## config.mk

```make
export PLATFORM = sky130hd
export DESIGN_NAME = psor_regs
export DESIGN_NICKNAME = d
export VERILOG_FILES = /design/src/common/psor_pkg.sv /design/src/rtl/psor_irq.sv /design/src/rtl/psor_regs.sv /design/src/rtl/psor_sync.sv
export SDC_FILE = /design/constraint.sdc
export NUM_CORES = 1
export LEC_CHECK = 0
export BUFFER_PORTS_ARGS = -buffer_cell sky130_fd_sc_hd__buf_2
export CAP_MARGIN = 20
export CORE_MARGIN = 2
export CORE_UTILIZATION = 50
export DETAILED_ROUTE_END_ITERATION = 8
export PLACE_DENSITY = 0.82
export SLEW_MARGIN = 10
export SYNTH_ARGS = -nofsm -noshare
export SYNTH_HDL_FRONTEND = slang
export SYNTH_SLANG_ARGS = --single-unit
```

## constraint.sdc

```tcl
create_clock -name hclk -period 2.4 [get_ports hclk]
set_input_delay 0.36 -clock hclk [delete_from_list [all_inputs] [get_ports hclk]]
set_output_delay 0.36 -clock hclk [all_outputs]
set_load 0.01 [all_outputs]
```

## src/common/psor_pkg.sv

```systemverilog
`default_nettype none

package psor_pkg;

  // Register geometry
  localparam int unsigned REG_W      = 16;
  localparam int unsigned NUM_EVENTS = 8;
  localparam int unsigned IDX_W      = 6;
  localparam int unsigned ADDR_W     = 8;

  // Register indexes; the byte address is four times the index
  localparam logic [IDX_W-1:0] IDX_DIGITAL_CTRL     = 6'h10;
  localparam logic [IDX_W-1:0] IDX_STRAP_OVERRIDE   = 6'h16;
  localparam logic [IDX_W-1:0] IDX_STRAP_STATUS     = 6'h17;
  localparam logic [IDX_W-1:0] IDX_EXPANDED_CONTROL = 6'h18;
  localparam logic [IDX_W-1:0] IDX_INT_CTRL_STATUS  = 6'h1b;

  localparam logic [ADDR_W-1:0] ADDR_DIGITAL_CTRL     = {IDX_DIGITAL_CTRL, 2'b00};
  localparam logic [ADDR_W-1:0] ADDR_STRAP_OVERRIDE   = {IDX_STRAP_OVERRIDE, 2'b00};
  localparam logic [ADDR_W-1:0] ADDR_STRAP_STATUS     = {IDX_STRAP_STATUS, 2'b00};
  localparam logic [ADDR_W-1:0] ADDR_EXPANDED_CONTROL = {IDX_EXPANDED_CONTROL, 2'b00};
  localparam logic [ADDR_W-1:0] ADDR_INT_CTRL_STATUS  = {IDX_INT_CTRL_STATUS, 2'b00};

  // Field positions
  localparam int unsigned OVR_B2B_BIT      = 6;
  localparam int unsigned OVR_NAND_BIT     = 5;
  localparam int unsigned OVR_RMII_BIT     = 1;
  localparam int unsigned STAT_ADDR_LSB    = 13;
  localparam int unsigned STAT_RMII_BIT    = 1;
  localparam int unsigned EXP_ENERGY_DETECT_POWERDOWN_DIS_BIT = 11;
  localparam int unsigned DIG_PLL_OFF_BIT  = 4;
  localparam int unsigned INT_EN_LSB       = 8;

  // Event flag positions in the low byte of the interrupt register
  localparam int unsigned EV_LINK_UP      = 0;
  localparam int unsigned EV_REMOTE_FAULT = 1;
  localparam int unsigned EV_LINK_DOWN    = 2;
  localparam int unsigned EV_LP_ACK       = 3;
  localparam int unsigned EV_PD_FAULT     = 4;
  localparam int unsigned EV_PAGE_RX      = 5;
  localparam int unsigned EV_RX_ERROR     = 6;
  localparam int unsigned EV_JABBER       = 7;

  // Reset values and write masks
  localparam logic [REG_W-1:0]      OVR_RESET    = 16'h0002;
  localparam logic [REG_W-1:0]      OVR_WMASK    = 16'hfbff;
  localparam logic [REG_W-1:0]      EXP_RESET    = 16'h0800;
  localparam logic [REG_W-1:0]      DIG_RESET    = 16'h0000;
  localparam logic [NUM_EVENTS-1:0] INT_EN_RESET = 8'h00;
  localparam logic [2:0]            MGMT_ADDR_0  = 3'h0;
  localparam logic [2:0]            MGMT_ADDR_3  = 3'h3;

  // Cycles after reset release before the synchronised straps are latched
  localparam logic [2:0] STRAP_SETTLE_CYCLES = 3'h6;

  localparam logic [1:0] HTRANS_NONSEQ = 2'h2;

  typedef enum logic [1:0] {
    BUS_IDLE,
    BUS_WRITE,
    BUS_READ
  } psor_bus_state_t;

endpackage

`default_nettype wire

```

## src/rtl/psor_irq.sv

```systemverilog
`timescale 1ns/1ps
`default_nettype none

module psor_irq #(
  parameter int unsigned N = 8
) (
  // Clock and reset
  input  wire logic         hclk,
  input  wire logic         hresetn,
  input  wire logic         ce,
  // Event sources and enables
  input  wire logic [N-1:0] event_pulse,
  input  wire logic [N-1:0] enable,
  // Clears from the register bus
  input  wire logic         rd_clr,
  input  wire logic [N-1:0] wr_clr,
  // Flags and interrupt line
  output logic      [N-1:0] flags,
  output logic              irq
);

  logic [N-1:0] clr_mask;
  logic         any_pending;

  assign clr_mask    = rd_clr ? {N{1'b1}} : wr_clr;
  assign any_pending = |(flags & enable);

  // A new event wins over a clear in the same cycle
  always_ff @(posedge hclk or negedge hresetn) begin
    if (!hresetn) begin
      flags <= '0;
    end else if (ce) begin
      flags <= (flags & ~clr_mask) | event_pulse;
    end
  end

  always_ff @(posedge hclk or negedge hresetn) begin
    if (!hresetn) begin
      irq <= 1'b0;
    end else if (ce) begin
      irq <= any_pending;
    end
  end

  set_wins_a : assert property (@(posedge hclk) disable iff (!hresetn)
    ce && (event_pulse != '0) |=> (flags & $past(event_pulse)) == $past(event_pulse))
    else $error("event lost against a clear");

  irq_level_a : assert property (@(posedge hclk) disable iff (!hresetn)
    ce |=> irq == $past(any_pending))
    else $error("interrupt line does not follow enabled flags");

endmodule // psor_irq

`default_nettype wire

```

## src/rtl/psor_regs.sv

```systemverilog
// Functional notes
// - Override bit 6 forces back-to-back mode, only together with bit 1.
// - Override bit 5 forces NAND tree test mode over the latched strap.
// - Override bit 1 forces reduced interface mode; read-write, resets to one.
// - Status bits 15:13 report latched management address, 000 or 011 only.
// - Status bit 1 reads strapped reduced interface mode; rest reserved read-only.
// - Expanded control bit 11 disables energy-detect power-down; resets to one.
// - With PLL-off bit set, PLL stops while in energy-detect power-down.
// - Interrupt bit 15 enables jabber, bit 14 receive error; reset zero.
// - Bit 13 enables page received, bit 12 parallel detect fault.
// - Bits 11, 10, 9 enable partner acknowledge, link-down, remote fault.
// - Low byte holds event flags, each set whatever its enable, cleared on read.
// - Reserved read-write fields reset to zero and steer nothing.
`timescale 1ns/1ps
`default_nettype none

module psor_regs (
  // Clock, reset, enable
  input  wire logic                           hclk,
  input  wire logic                           hresetn,
  input  wire logic                           ce,
  // AHB-Lite slave
  input  wire logic                           hsel,
  input  wire logic [31:0]                    haddr,
  input  wire logic [1:0]                     htrans,
  input  wire logic                           hwrite,
  input  wire logic [2:0]                     hsize,
  input  wire logic [31:0]                    hwdata,
  input  wire logic                           hready,
  output logic      [31:0]                    hrdata,
  output logic                                hreadyout,
  output logic                                hresp,
  // Strap pins
  input  wire logic                           strap_rmii_pin,
  input  wire logic                           strap_back_to_back_pin,
  input  wire logic                           strap_nand_tree_pin,
  input  wire logic [2:0]                     mgmt_address_strap,
  // Transceiver events and state
  input  wire logic [psor_pkg::NUM_EVENTS-1:0] phy_event,
  input  wire logic                           energy_absent,
  // Operating mode outputs
  output logic                                rmii_mode,
  output logic                                back_to_back_mode,
  output logic                                nand_tree_mode,
  output logic                                energy_detect_powerdown_on,
  output logic                                pll_stop,
  output logic      [2:0]                     mgmt_address,
  // Interrupt
  output logic                                irq
);

  import psor_pkg::*;

  function automatic logic is_reg(input logic [31:0] a, input logic [ADDR_W-1:0] ra);
    is_reg = (a[31:ADDR_W] == '0) && (a[ADDR_W-1:0] == ra);
  endfunction

  psor_bus_state_t           bus_state;
  psor_bus_state_t           next_bus_state;
  logic [31:0]               addr_q;
  logic                      accept;
  logic                      wr_phase;
  logic                      rd_phase;

  logic [REG_W-1:0]          strap_override;
  logic [REG_W-1:0]          expanded_control;
  logic [REG_W-1:0]          digital_ctrl;
  logic [NUM_EVENTS-1:0]     int_enable;
  logic [NUM_EVENTS-1:0]     int_flags;
  logic [REG_W-1:0]          strap_status;
  logic [REG_W-1:0]          read_value;

  logic [NUM_EVENTS-1:0]     wr_flag_clr;
  logic                      rd_flag_clr;
  logic                      energy_detect_powerdown_disabled;
  logic [NUM_EVENTS-1:0]     wdata_enable;

  logic [2:0]                strap_sync;
  logic [2:0]                addr_sync;
  logic                      strap_rmii_q;
  logic                      strap_b2b_q;
  logic                      strap_nand_q;
  logic [2:0]                strap_addr_q;
  logic                      straps_latched;
  logic [2:0]                settle_cnt;

  // Bus front end
  assign accept   = hsel && htrans[1] && hready && ce;
  assign wr_phase = ce && (bus_state == BUS_WRITE);
  assign rd_phase = ce && (bus_state == BUS_READ);

  always_comb begin
    next_bus_state = BUS_IDLE;
    unique case (bus_state)
      BUS_IDLE, BUS_WRITE: begin
        if (accept) begin
          next_bus_state = hwrite ? BUS_WRITE : BUS_READ;
        end
      end
      BUS_READ: begin
        next_bus_state = BUS_IDLE;
      end
      default: begin
        next_bus_state = BUS_IDLE;
      end
    endcase
  end

  always_ff @(posedge hclk or negedge hresetn) begin
    if (!hresetn) begin
      bus_state <= BUS_IDLE;
    end else if (ce) begin
      bus_state <= next_bus_state;
    end
  end

  always_ff @(posedge hclk or negedge hresetn) begin
    if (!hresetn) begin
      addr_q <= 32'h0000_0000;
    end else if (accept) begin
      addr_q <= haddr;
    end
  end

  // Reads take one wait state so a write just before them is always seen
  always_ff @(posedge hclk or negedge hresetn) begin
    if (!hresetn) begin
      hreadyout <= 1'b1;
    end else if (ce) begin
      if (accept && !hwrite) begin
        hreadyout <= 1'b0;
      end else if (bus_state == BUS_READ) begin
        hreadyout <= 1'b1;
      end
    end
  end

  always_ff @(posedge hclk or negedge hresetn) begin
    if (!hresetn) begin
      hresp <= 1'b0;
    end else if (ce) begin
      hresp <= 1'b0;
    end
  end

  always_ff @(posedge hclk or negedge hresetn) begin
    if (!hresetn) begin
      hrdata <= 32'h0000_0000;
    end else if (rd_phase) begin
      hrdata <= {16'h0000, read_value};
    end
  end

  // Register reads; unmapped offsets read zero
  always_comb begin
    read_value = '0;
    if (is_reg(addr_q, ADDR_DIGITAL_CTRL)) begin
      read_value = digital_ctrl;
    end else if (is_reg(addr_q, ADDR_STRAP_OVERRIDE)) begin
      read_value = strap_override;
    end else if (is_reg(addr_q, ADDR_STRAP_STATUS)) begin
      read_value = strap_status;
    end else if (is_reg(addr_q, ADDR_EXPANDED_CONTROL)) begin
      read_value = expanded_control;
    end else if (is_reg(addr_q, ADDR_INT_CTRL_STATUS)) begin
      read_value = {int_enable, int_flags};
    end
  end

  // Writable registers
  always_ff @(posedge hclk or negedge hresetn) begin
    if (!hresetn) begin
      strap_override <= OVR_RESET;
    end else if (wr_phase && is_reg(addr_q, ADDR_STRAP_OVERRIDE)) begin
      strap_override <= hwdata[REG_W-1:0] & OVR_WMASK;
    end
  end

  always_ff @(posedge hclk or negedge hresetn) begin
    if (!hresetn) begin
      expanded_control <= EXP_RESET;
    end else if (wr_phase && is_reg(addr_q, ADDR_EXPANDED_CONTROL)) begin
      expanded_control <= hwdata[REG_W-1:0];
    end
  end

  always_ff @(posedge hclk or negedge hresetn) begin
    if (!hresetn) begin
      digital_ctrl <= DIG_RESET;
    end else if (wr_phase && is_reg(addr_q, ADDR_DIGITAL_CTRL)) begin
      digital_ctrl <= hwdata[REG_W-1:0];
    end
  end

  assign wdata_enable = hwdata[INT_EN_LSB +: NUM_EVENTS];

  always_ff @(posedge hclk or negedge hresetn) begin
    if (!hresetn) begin
      int_enable <= INT_EN_RESET;
    end else if (wr_phase && is_reg(addr_q, ADDR_INT_CTRL_STATUS)) begin
      int_enable <= wdata_enable;
    end
  end

  // Flags clear on a read of the register, or by writing ones
  assign rd_flag_clr = rd_phase && is_reg(addr_q, ADDR_INT_CTRL_STATUS);
  assign wr_flag_clr = (wr_phase && is_reg(addr_q, ADDR_INT_CTRL_STATUS))
                       ? hwdata[NUM_EVENTS-1:0] : '0;

  psor_irq #(
    .N (NUM_EVENTS)
  ) u_irq (
    .hclk        (hclk),
    .hresetn     (hresetn),
    .ce          (ce),
    .event_pulse (phy_event),
    .enable      (int_enable),
    .rd_clr      (rd_flag_clr),
    .wr_clr      (wr_flag_clr),
    .flags       (int_flags),
    .irq         (irq)
  );

  // Strap capture
  psor_sync #(
    .W (3)
  ) u_strap_sync (
    .hclk     (hclk),
    .hresetn  (hresetn),
    .ce       (ce),
    .async_in ({strap_nand_tree_pin, strap_back_to_back_pin, strap_rmii_pin}),
    .sync_out (strap_sync)
  );

  psor_sync #(
    .W (3)
  ) u_addr_sync (
    .hclk     (hclk),
    .hresetn  (hresetn),
    .ce       (ce),
    .async_in (mgmt_address_strap),
    .sync_out (addr_sync)
  );

  // Straps are only taken once the synchronisers have filled after release
  always_ff @(posedge hclk or negedge hresetn) begin
    if (!hresetn) begin
      settle_cnt     <= 3'h0;
      straps_latched <= 1'b0;
    end else if (ce && !straps_latched) begin
      settle_cnt     <= settle_cnt + 3'h1;
      straps_latched <= (settle_cnt == STRAP_SETTLE_CYCLES);
    end
  end

  // Only addresses 0 and 3 exist; any nonzero strap selects 3
  always_ff @(posedge hclk or negedge hresetn) begin
    if (!hresetn) begin
      strap_rmii_q <= 1'b0;
      strap_b2b_q  <= 1'b0;
      strap_nand_q <= 1'b0;
      strap_addr_q <= MGMT_ADDR_0;
    end else if (ce && !straps_latched && (settle_cnt == STRAP_SETTLE_CYCLES)) begin
      strap_rmii_q <= strap_sync[0];
      strap_b2b_q  <= strap_sync[1];
      strap_nand_q <= strap_sync[2];
      strap_addr_q <= (addr_sync == 3'h0) ? MGMT_ADDR_0 : MGMT_ADDR_3;
    end
  end

  always_comb begin
    strap_status = '0;
    strap_status[STAT_ADDR_LSB +: 3] = strap_addr_q;
    strap_status[STAT_RMII_BIT]      = strap_rmii_q;
  end

  // Operating modes, registered one cycle after the controlling write
  assign energy_detect_powerdown_disabled = expanded_control[EXP_ENERGY_DETECT_POWERDOWN_DIS_BIT];

  always_ff @(posedge hclk or negedge hresetn) begin
    if (!hresetn) begin
      rmii_mode         <= 1'b0;
      back_to_back_mode <= 1'b0;
      nand_tree_mode    <= 1'b0;
    end else if (ce) begin
      rmii_mode         <= strap_override[OVR_RMII_BIT] | strap_rmii_q;
      back_to_back_mode <= (strap_override[OVR_B2B_BIT] & strap_override[OVR_RMII_BIT])
                           | strap_b2b_q;
      nand_tree_mode    <= strap_override[OVR_NAND_BIT] | strap_nand_q;
    end
  end

  always_ff @(posedge hclk or negedge hresetn) begin
    if (!hresetn) begin
      energy_detect_powerdown_on <= 1'b0;
      pll_stop                   <= 1'b0;
    end else if (ce) begin
      energy_detect_powerdown_on <= !energy_detect_powerdown_disabled;
      pll_stop <= digital_ctrl[DIG_PLL_OFF_BIT] && !energy_detect_powerdown_disabled && energy_absent;
    end
  end

  always_ff @(posedge hclk or negedge hresetn) begin
    if (!hresetn) begin
      mgmt_address <= MGMT_ADDR_0;
    end else if (ce) begin
      mgmt_address <= strap_addr_q;
    end
  end

  // Checks
  b2b_force_a : assert property (@(posedge hclk) disable iff (!hresetn)
    ce && strap_override[OVR_B2B_BIT] && strap_override[OVR_RMII_BIT] |=> back_to_back_mode)
    else $error("back-to-back override not applied");

  b2b_needs_rmii_a : assert property (@(posedge hclk) disable iff (!hresetn)
    ce && !strap_override[OVR_RMII_BIT] && !strap_b2b_q |=> !back_to_back_mode)
    else $error("back-to-back forced without reduced interface bit");

  nand_force_a : assert property (@(posedge hclk) disable iff (!hresetn)
    ce && strap_override[OVR_NAND_BIT] |=> nand_tree_mode)
    else $error("nand tree override not applied");

  rmii_force_a : assert property (@(posedge hclk) disable iff (!hresetn)
    ce && strap_override[OVR_RMII_BIT] |=> rmii_mode)
    else $error("reduced interface override not applied");

  addr_status_a : assert property (@(posedge hclk) disable iff (!hresetn)
    strap_status[STAT_ADDR_LSB +: 3] == MGMT_ADDR_0 ||
    strap_status[STAT_ADDR_LSB +: 3] == MGMT_ADDR_3)
    else $error("unsupported management address reported");

  rmii_status_a : assert property (@(posedge hclk) disable iff (!hresetn)
    strap_status[STAT_RMII_BIT] == strap_rmii_q && (strap_status & 16'h1ffd) == 16'h0000)
    else $error("strap status reserved or reduced interface bit wrong");

  energy_detect_powerdown_ctrl_a : assert property (@(posedge hclk) disable iff (!hresetn)
    ce |=> energy_detect_powerdown_on == !$past(energy_detect_powerdown_disabled))
    else $error("power-down enable does not follow control bit");

  pll_keep_a : assert property (@(posedge hclk) disable iff (!hresetn)
    ce && (!digital_ctrl[DIG_PLL_OFF_BIT] || energy_detect_powerdown_disabled) |=> !pll_stop)
    else $error("pll stopped while it must run");

  enable_write_a : assert property (@(posedge hclk) disable iff (!hresetn)
    wr_phase && is_reg(addr_q, ADDR_INT_CTRL_STATUS) |=> int_enable == $past(wdata_enable))
    else $error("interrupt enables not written");

  read_clear_a : assert property (@(posedge hclk) disable iff (!hresetn)
    rd_flag_clr |=> (int_flags & ~$past(phy_event)) == '0)
    else $error("flags not cleared by read");

  reset_value_a : assert property (@(posedge hclk)
    $rose(hresetn) |-> strap_override == OVR_RESET && expanded_control == EXP_RESET)
    else $error("reset values wrong");

  override_now_a : assert property (@(posedge hclk) disable iff (!hresetn)
    wr_phase && is_reg(addr_q, ADDR_STRAP_OVERRIDE) && hwdata[OVR_NAND_BIT] ##1 ce
    |=> nand_tree_mode)
    else $error("override write did not reach mode");

endmodule // psor_regs

`default_nettype wire

```

## src/rtl/psor_sync.sv

```systemverilog
`timescale 1ns/1ps
`default_nettype none

module psor_sync #(
  parameter int unsigned W = 1
) (
  // Clock and reset
  input  wire logic         hclk,
  input  wire logic         hresetn,
  input  wire logic         ce,
  // Asynchronous input and filtered result
  input  wire logic [W-1:0] async_in,
  output logic      [W-1:0] sync_out
);

  logic [W-1:0] stage1;
  logic [W-1:0] stage2;
  logic [W-1:0] stage3;

  // First stage feeds only the second; the filter looks at stages two and three
  always_ff @(posedge hclk or negedge hresetn) begin
    if (!hresetn) begin
      stage1 <= '0;
      stage2 <= '0;
      stage3 <= '0;
    end else if (ce) begin
      stage1 <= async_in;
      stage2 <= stage1;
      stage3 <= stage2;
    end
  end

  always_ff @(posedge hclk or negedge hresetn) begin
    if (!hresetn) begin
      sync_out <= '0;
    end else if (ce && (stage2 == stage3)) begin
      sync_out <= stage3;
    end
  end

endmodule // psor_sync

`default_nettype wire
```

# After elaboration in Yosys (flattened, before gate mapping)
# Index checks and enable logic that the tools add are counted.
# classes
addsub	1
eq_ne	10
n_mux	13
bitwise	8
reduce_logical	32
# op_table
operator	n
$mux W16	5
$eq A8 B7 Y1 const B	5
$logic_not A24 Y1	1
$logic_and A1 B1 Y1	22
$and A8 B8 Y8	2
$mux W8	2
$mux W2	4
$not A8 Y8	1
$or A8 B8 Y8	1
$reduce_or A8 Y1	1
$eq A3 B3 Y1	2
$add A3 B1 Y3 const B	1
$eq A3 B3 Y1 const B	1
$logic_not A1 Y1	3
$logic_not A3 Y1	1
$or A1 B1 Y1	3
$eq A2 B1 Y1 const B	1
$eq A2 B2 Y1 const B	1
$logic_not A2 Y1	1
$mux W1	2
$reduce_and A2 Y1	1
$reduce_bool A2 Y1	1
$reduce_or A2 Y1	1
$and A1 B1 Y1	1
# totals
register_bits	157
inputBits	90
output_inout_bits	43
word_cells	94

# Longest topological paths before layout
# logic_depth
depth_word	8
depth_mapped	7
depth_no_buf	5

# Modules after synthesis
# From an unflattened synthesis, not the netlist that was laid out.
# unflattened
hier_cells	526
area_unflattened_um2	6809.0
# modules_own_cells
module	n_inst	cells_each	area_each_um2	seq_area_each_um2
psor_regs	1	436	5441.5	3006.6
psor_sync	2	29	475.5	300.3
psor_irq	1	32	416.6	225.2

# Worst setup path before layout
# OpenSTA, ideal clock, no wires.
# synth_timing
path_type	register -> register
from	register addr_q[1]
to	register digital_ctrl[0]
setup_ps	125
arrival_time_ps	2466
t_required_ps	2275
path_slack_ps	-192
path_stages_with_launch	7
path_buffers	2
period_less_slack_ps	2592
path_cell_list	dfrtp_1 -> or4b_4 -> buf_6 -> or4b_4 -> nor4_4 -> buf_8 -> mux2_4
# synth_between
elab_chain_cells	3
# synth_rtl
element	line	rtl
from (decl)	psor_regs.sv:60	logic [31:0] addr_q;
from (signal assigned)	psor_regs.sv:121	addr_q <= haddr;
$eq A8 B7 Y1	psor_regs.sv:55	is_reg = (a[31:ADDR_W] == '0) && (a[ADDR_W-1:0] == ra);
$logic_and A1 B1 Y1	psor_regs.sv:55	
$logic_and A1 B1 Y1	psor_regs.sv:190	end else if (wr_phase && is_reg(addr_q, ADDR_DIGITAL_CTRL)) begin
to (signal assigned)	psor_regs.sv:191	digital_ctrl <= hwdata[REG_W-1:0];
to (decl)	psor_regs.sv:67	logic [REG_W-1:0] digital_ctrl;
# Every way passes these cells.
# A chain may end at the register's enable or synchronous reset.

# Worst setup path after layout
# Same ends and word-level chain as after synthesis.

==> impl_results.md <==
- Result of the run: complete, no violations
- Number of inserted diodes: 0
- Worst-path cell chain: or4b_4 > or4b_4 > nor4_4 > buf_4 > clkbuf_16 > mux2_4
- Buffers from clock root to sink, at most: 2
- Register bit total from synthesis: 153
- Hold Crit Start: strap_nand_tree_pin
- Crit path buf inv count: 2
- Critical path's most frequent cell: or4b_4
- Synthesis Warnings: 0
- Measured slew at the worst slew-check pin: 712 ps
- Most used flip-flop cell after synthesis: dfrtp_1
- Overall power after layout: 6.56 mW
- Post-synthesis sequential area ratio: 0.556
- Number of standard cells in the final layout excluding fillers: 829
- Die Height: 121 µm
- Overall track demand over capacity in global routing: 0.228
- Global-route wire length before repair: 25500 µm
- Unique masters post-synth: 48
- CTS tree: done
- Overflow left after global routing: 0
- Worst-path clk slew: 60 ps
- Initial antenna violation count: 0
- Uppermost layer routed: met4
- # IOs: 133
- Post-Synthesis Cells: 531
- Length of routed wiring on met1: 6680 µm
- Setup clock skew after layout: 8.33 ps
- Post-detailed-placement half-perimeter wirelength: 10900 µm
- Maximum level of the CTS H-tree: 4
- Number of cells traversed by the worst register-to-register path: 6
- Register-to-register path setup slack: 2 ps
- Nets@finish: 733
- Count of flip-flops with a built-in enable after synthesis: 0
- Effective utilization at floorplan: 0.517
- Critical path class: register to register
- Largest stage delay on the critical path: 570 ps
- Sort of element at the start of the critical path: register
- Synthesis-to-layout area growth: 19.8%
- Hold Path Stages: 2
- Most common library cell in the layout ignoring fill and taps: dfrtp_1
- Top-area cell type share of the netlist area: 0.544
- Cell type contributing the most total cell area after synthesis: dfrtp_1
- Switching Share: 0.255
- Number of buffers created by CTS: 17
- HP Class: input pin to register
- Via count: 4878
- Internal portion of total power: 4.89 mW
- Number of optimization iterations in the first detailed-route pass: 5
- End point of the most critical hold path: u_strap_sync.stage1[2]
- Routed met3 length: 1070 µm
- Count of final hold-check violations: 0
- Worst path top cell family by delay: simple AND/OR/NAND/NOR gates
- Area post-placement: 7610 µm²
- Max Fclk: 0.417 GHz
- Data arrival time at the worst-slack endpoint: 2700 ps
- Routed via count divided by cell count: 5.88
- DRC violations left: 0
- Static leakage: 3.92 nW
- Final design area excluding fillers: 8260 µm²
- Placeable core region: 13300 µm²
- Total wirelength of the detailed-routed design: 16600 µm
- Minimum clock period after layout: 2400 ps
- Fraction of layout cells with a size suffix above 1: 0.426
- Width of the die: 121 µm
- Crit Reg-Reg Startpoint: addr_q[1]
- Final count of pins violating max slew: 0
- Remaining antenna violation count: 0
- Post-synthesis average cell area: 13.0 µm²
- Buffer cell driving the clock tree root: clkbuf_16
- Sw Pwr: 1.67 mW
- Top fanout value on the critical path: 8
- Share of total power in combinational logic: 0.145
- Portion of the clock cycle consumed by the worst path in the final layout: 0.999
- Share of synthesized flip-flops with an asynchronous set or reset: 1.00
- Placement Rows: 42
- DRC marker count from the first detailed-route iteration: 478
- Power density over the cells: 794 nW/µm²
- Count of input and output buffers: 94
- Worst Path Required: 2700 ps
- Main area contributors after synthesis: dfrtp_1 54%, mux2_2 17%, a22o_1 3.0%
- Normalized max-slew margin: 0.513
- Vias in the first global route: 4976
- Max rail drop VDD: 0.000637 V
- Number of maximum-capacitance constraint violations: 0
- Top library cells by usage in the layout, fill and taps aside: 150 x dfrtp_1, 98 x mux2_2, 93 x buf_2, 25 x buf_4, 24 x a22o_1
- Unrepaired setup endpoints after global routing: true
- Clock sink count: 153
- Sequential share of power: 0.475
- Capturing element type of the critical path: register
- Insertion delay to the later sink of the worst-skew pair: 420 ps
- Crit path max-delay cell type: or4b_4
- Area of the mapped netlist: 6900 µm²
- Total of endpoints with negative setup slack in the final report: 0
- Die area: 14700 µm²
- Reg-to-Reg End: digital_ctrl[0]
- Final GP Congestion: 0.817
- Clock Power Share: 0.380
- Maximum number of pins on one net before global-route repair: 96
- Number of placed instances with taps included: 793
- Per-cell routed wire length: 20.0 µm
- Met2 WL: 8360 µm
==> cell usage after synthesis, drive strengths merged (12+ instances only) <==
master / instances
dfrtp: 150
a22oi: 14
o21ai: 14
a22o: 24
a21o: 12
nand2: 20
mux2: 114
o31ai: 15
nor2: 12
clkbuf: 26
buf: 26
a21oi: 17
==> timing repair <==
action,CTS,global route
cloned,0,1
endpoints found under the hold margin,39,0
setup endpoints to repair,15,39
resized for setup,2,10
buffers inserted,0,3
hold buffers,1,0
pin swaps,1,0
==> routing by layer <==
layer | up-vias | global-route usage
li1 | 2150 | -
met1 | 2481 | 0.287
met3 | 40 | 0.0606
met2 | 207 | 0.377
met4 | 0 | 0.0862
met5 | - | 0
==> worst max-delay path by stage <==
stage	from	end	slack, ps	cells past startpoint
floorplan	addr_q[1]	strap_override[11]	-140	6
global placement	addr_q[1]	strap_override[5]	-9	5
detailed placement	addr_q[1]	strap_override[2]	-50	5
CTS	addr_q[1]	expanded_control[6]	4	6
global route	addr_q[1]	hrdata[14]	-70	4
finish	addr_q[1]	digital_ctrl[0]	2	6
==> sequential cells by signal (all words and copies together) (netlist names), 2 cells and up <==
name	count
u_addr_sync.stage3	3
hrdata	16
u_strap_sync.stage1	3
u_addr_sync.stage2	3
digital_ctrl	16
bus_state	2
addr_q	32
int_enable	8
u_strap_sync.stage2	3
u_strap_sync.stage3	3
u_addr_sync.stage1	3
strap_override	15
u_addr_sync.sync_out	3
u_irq.flags	8
u_strap_sync.sync_out	3
expanded_control	16
settle_cnt	3
==> power by group through the flow <==
stage / Combinational, mW / Sequential, mW / Clock (mW)
after floorplan: 0.637 / 3.10 / 0
after global placement: 0.883 / 3.12 / 0
after detailed placement: 0.939 / 3.15 / 0
after CTS: 0.946 / 3.11 / 2.52
after global routing: 1.04 / 3.16 / 2.62
final: 0.952 / 3.12 / 2.49
==> through the flow <==
stage               TNS, ps  setup slack (ps)  utilization  hold WS [ps]
finish                    0              1.85        0.619           168
global route           -390             -73.8        0.619           156
CTS                       0              4.41        0.612           155
detailed placement     -569             -47.4        0.570           292
global placement      -45.6             -8.77        0.570           291
floorplan             -2560              -139            -          64.4
==> cell type report <==
type,count,area [µm²]
tap,176,220
multi-input combinational,336,2850
inverter,7,26.3
timing repair buffer,126,782
fill,1038,5090
sequential,153,3830
clock buffer,27,503
clock inverter,4,45.0
==> cells by family (layout without fill, tap and decap cells) <==
family                   after synthesis  after routing  synth area share
AND/OR/NAND/NOR                       84             84            0.0786
flip-flops                           153            153             0.556
multiplexers                         115            115             0.193
adder cells (fa/ha/maj)                2              2           0.00363
other                                  1             18          0.000544
AO/OA/AOI/OAI                        109            109             0.112
buffers and inverters                 59            164            0.0461
XOR/XNOR                               8              8            0.0102
(Power assumes the default switching activity.)
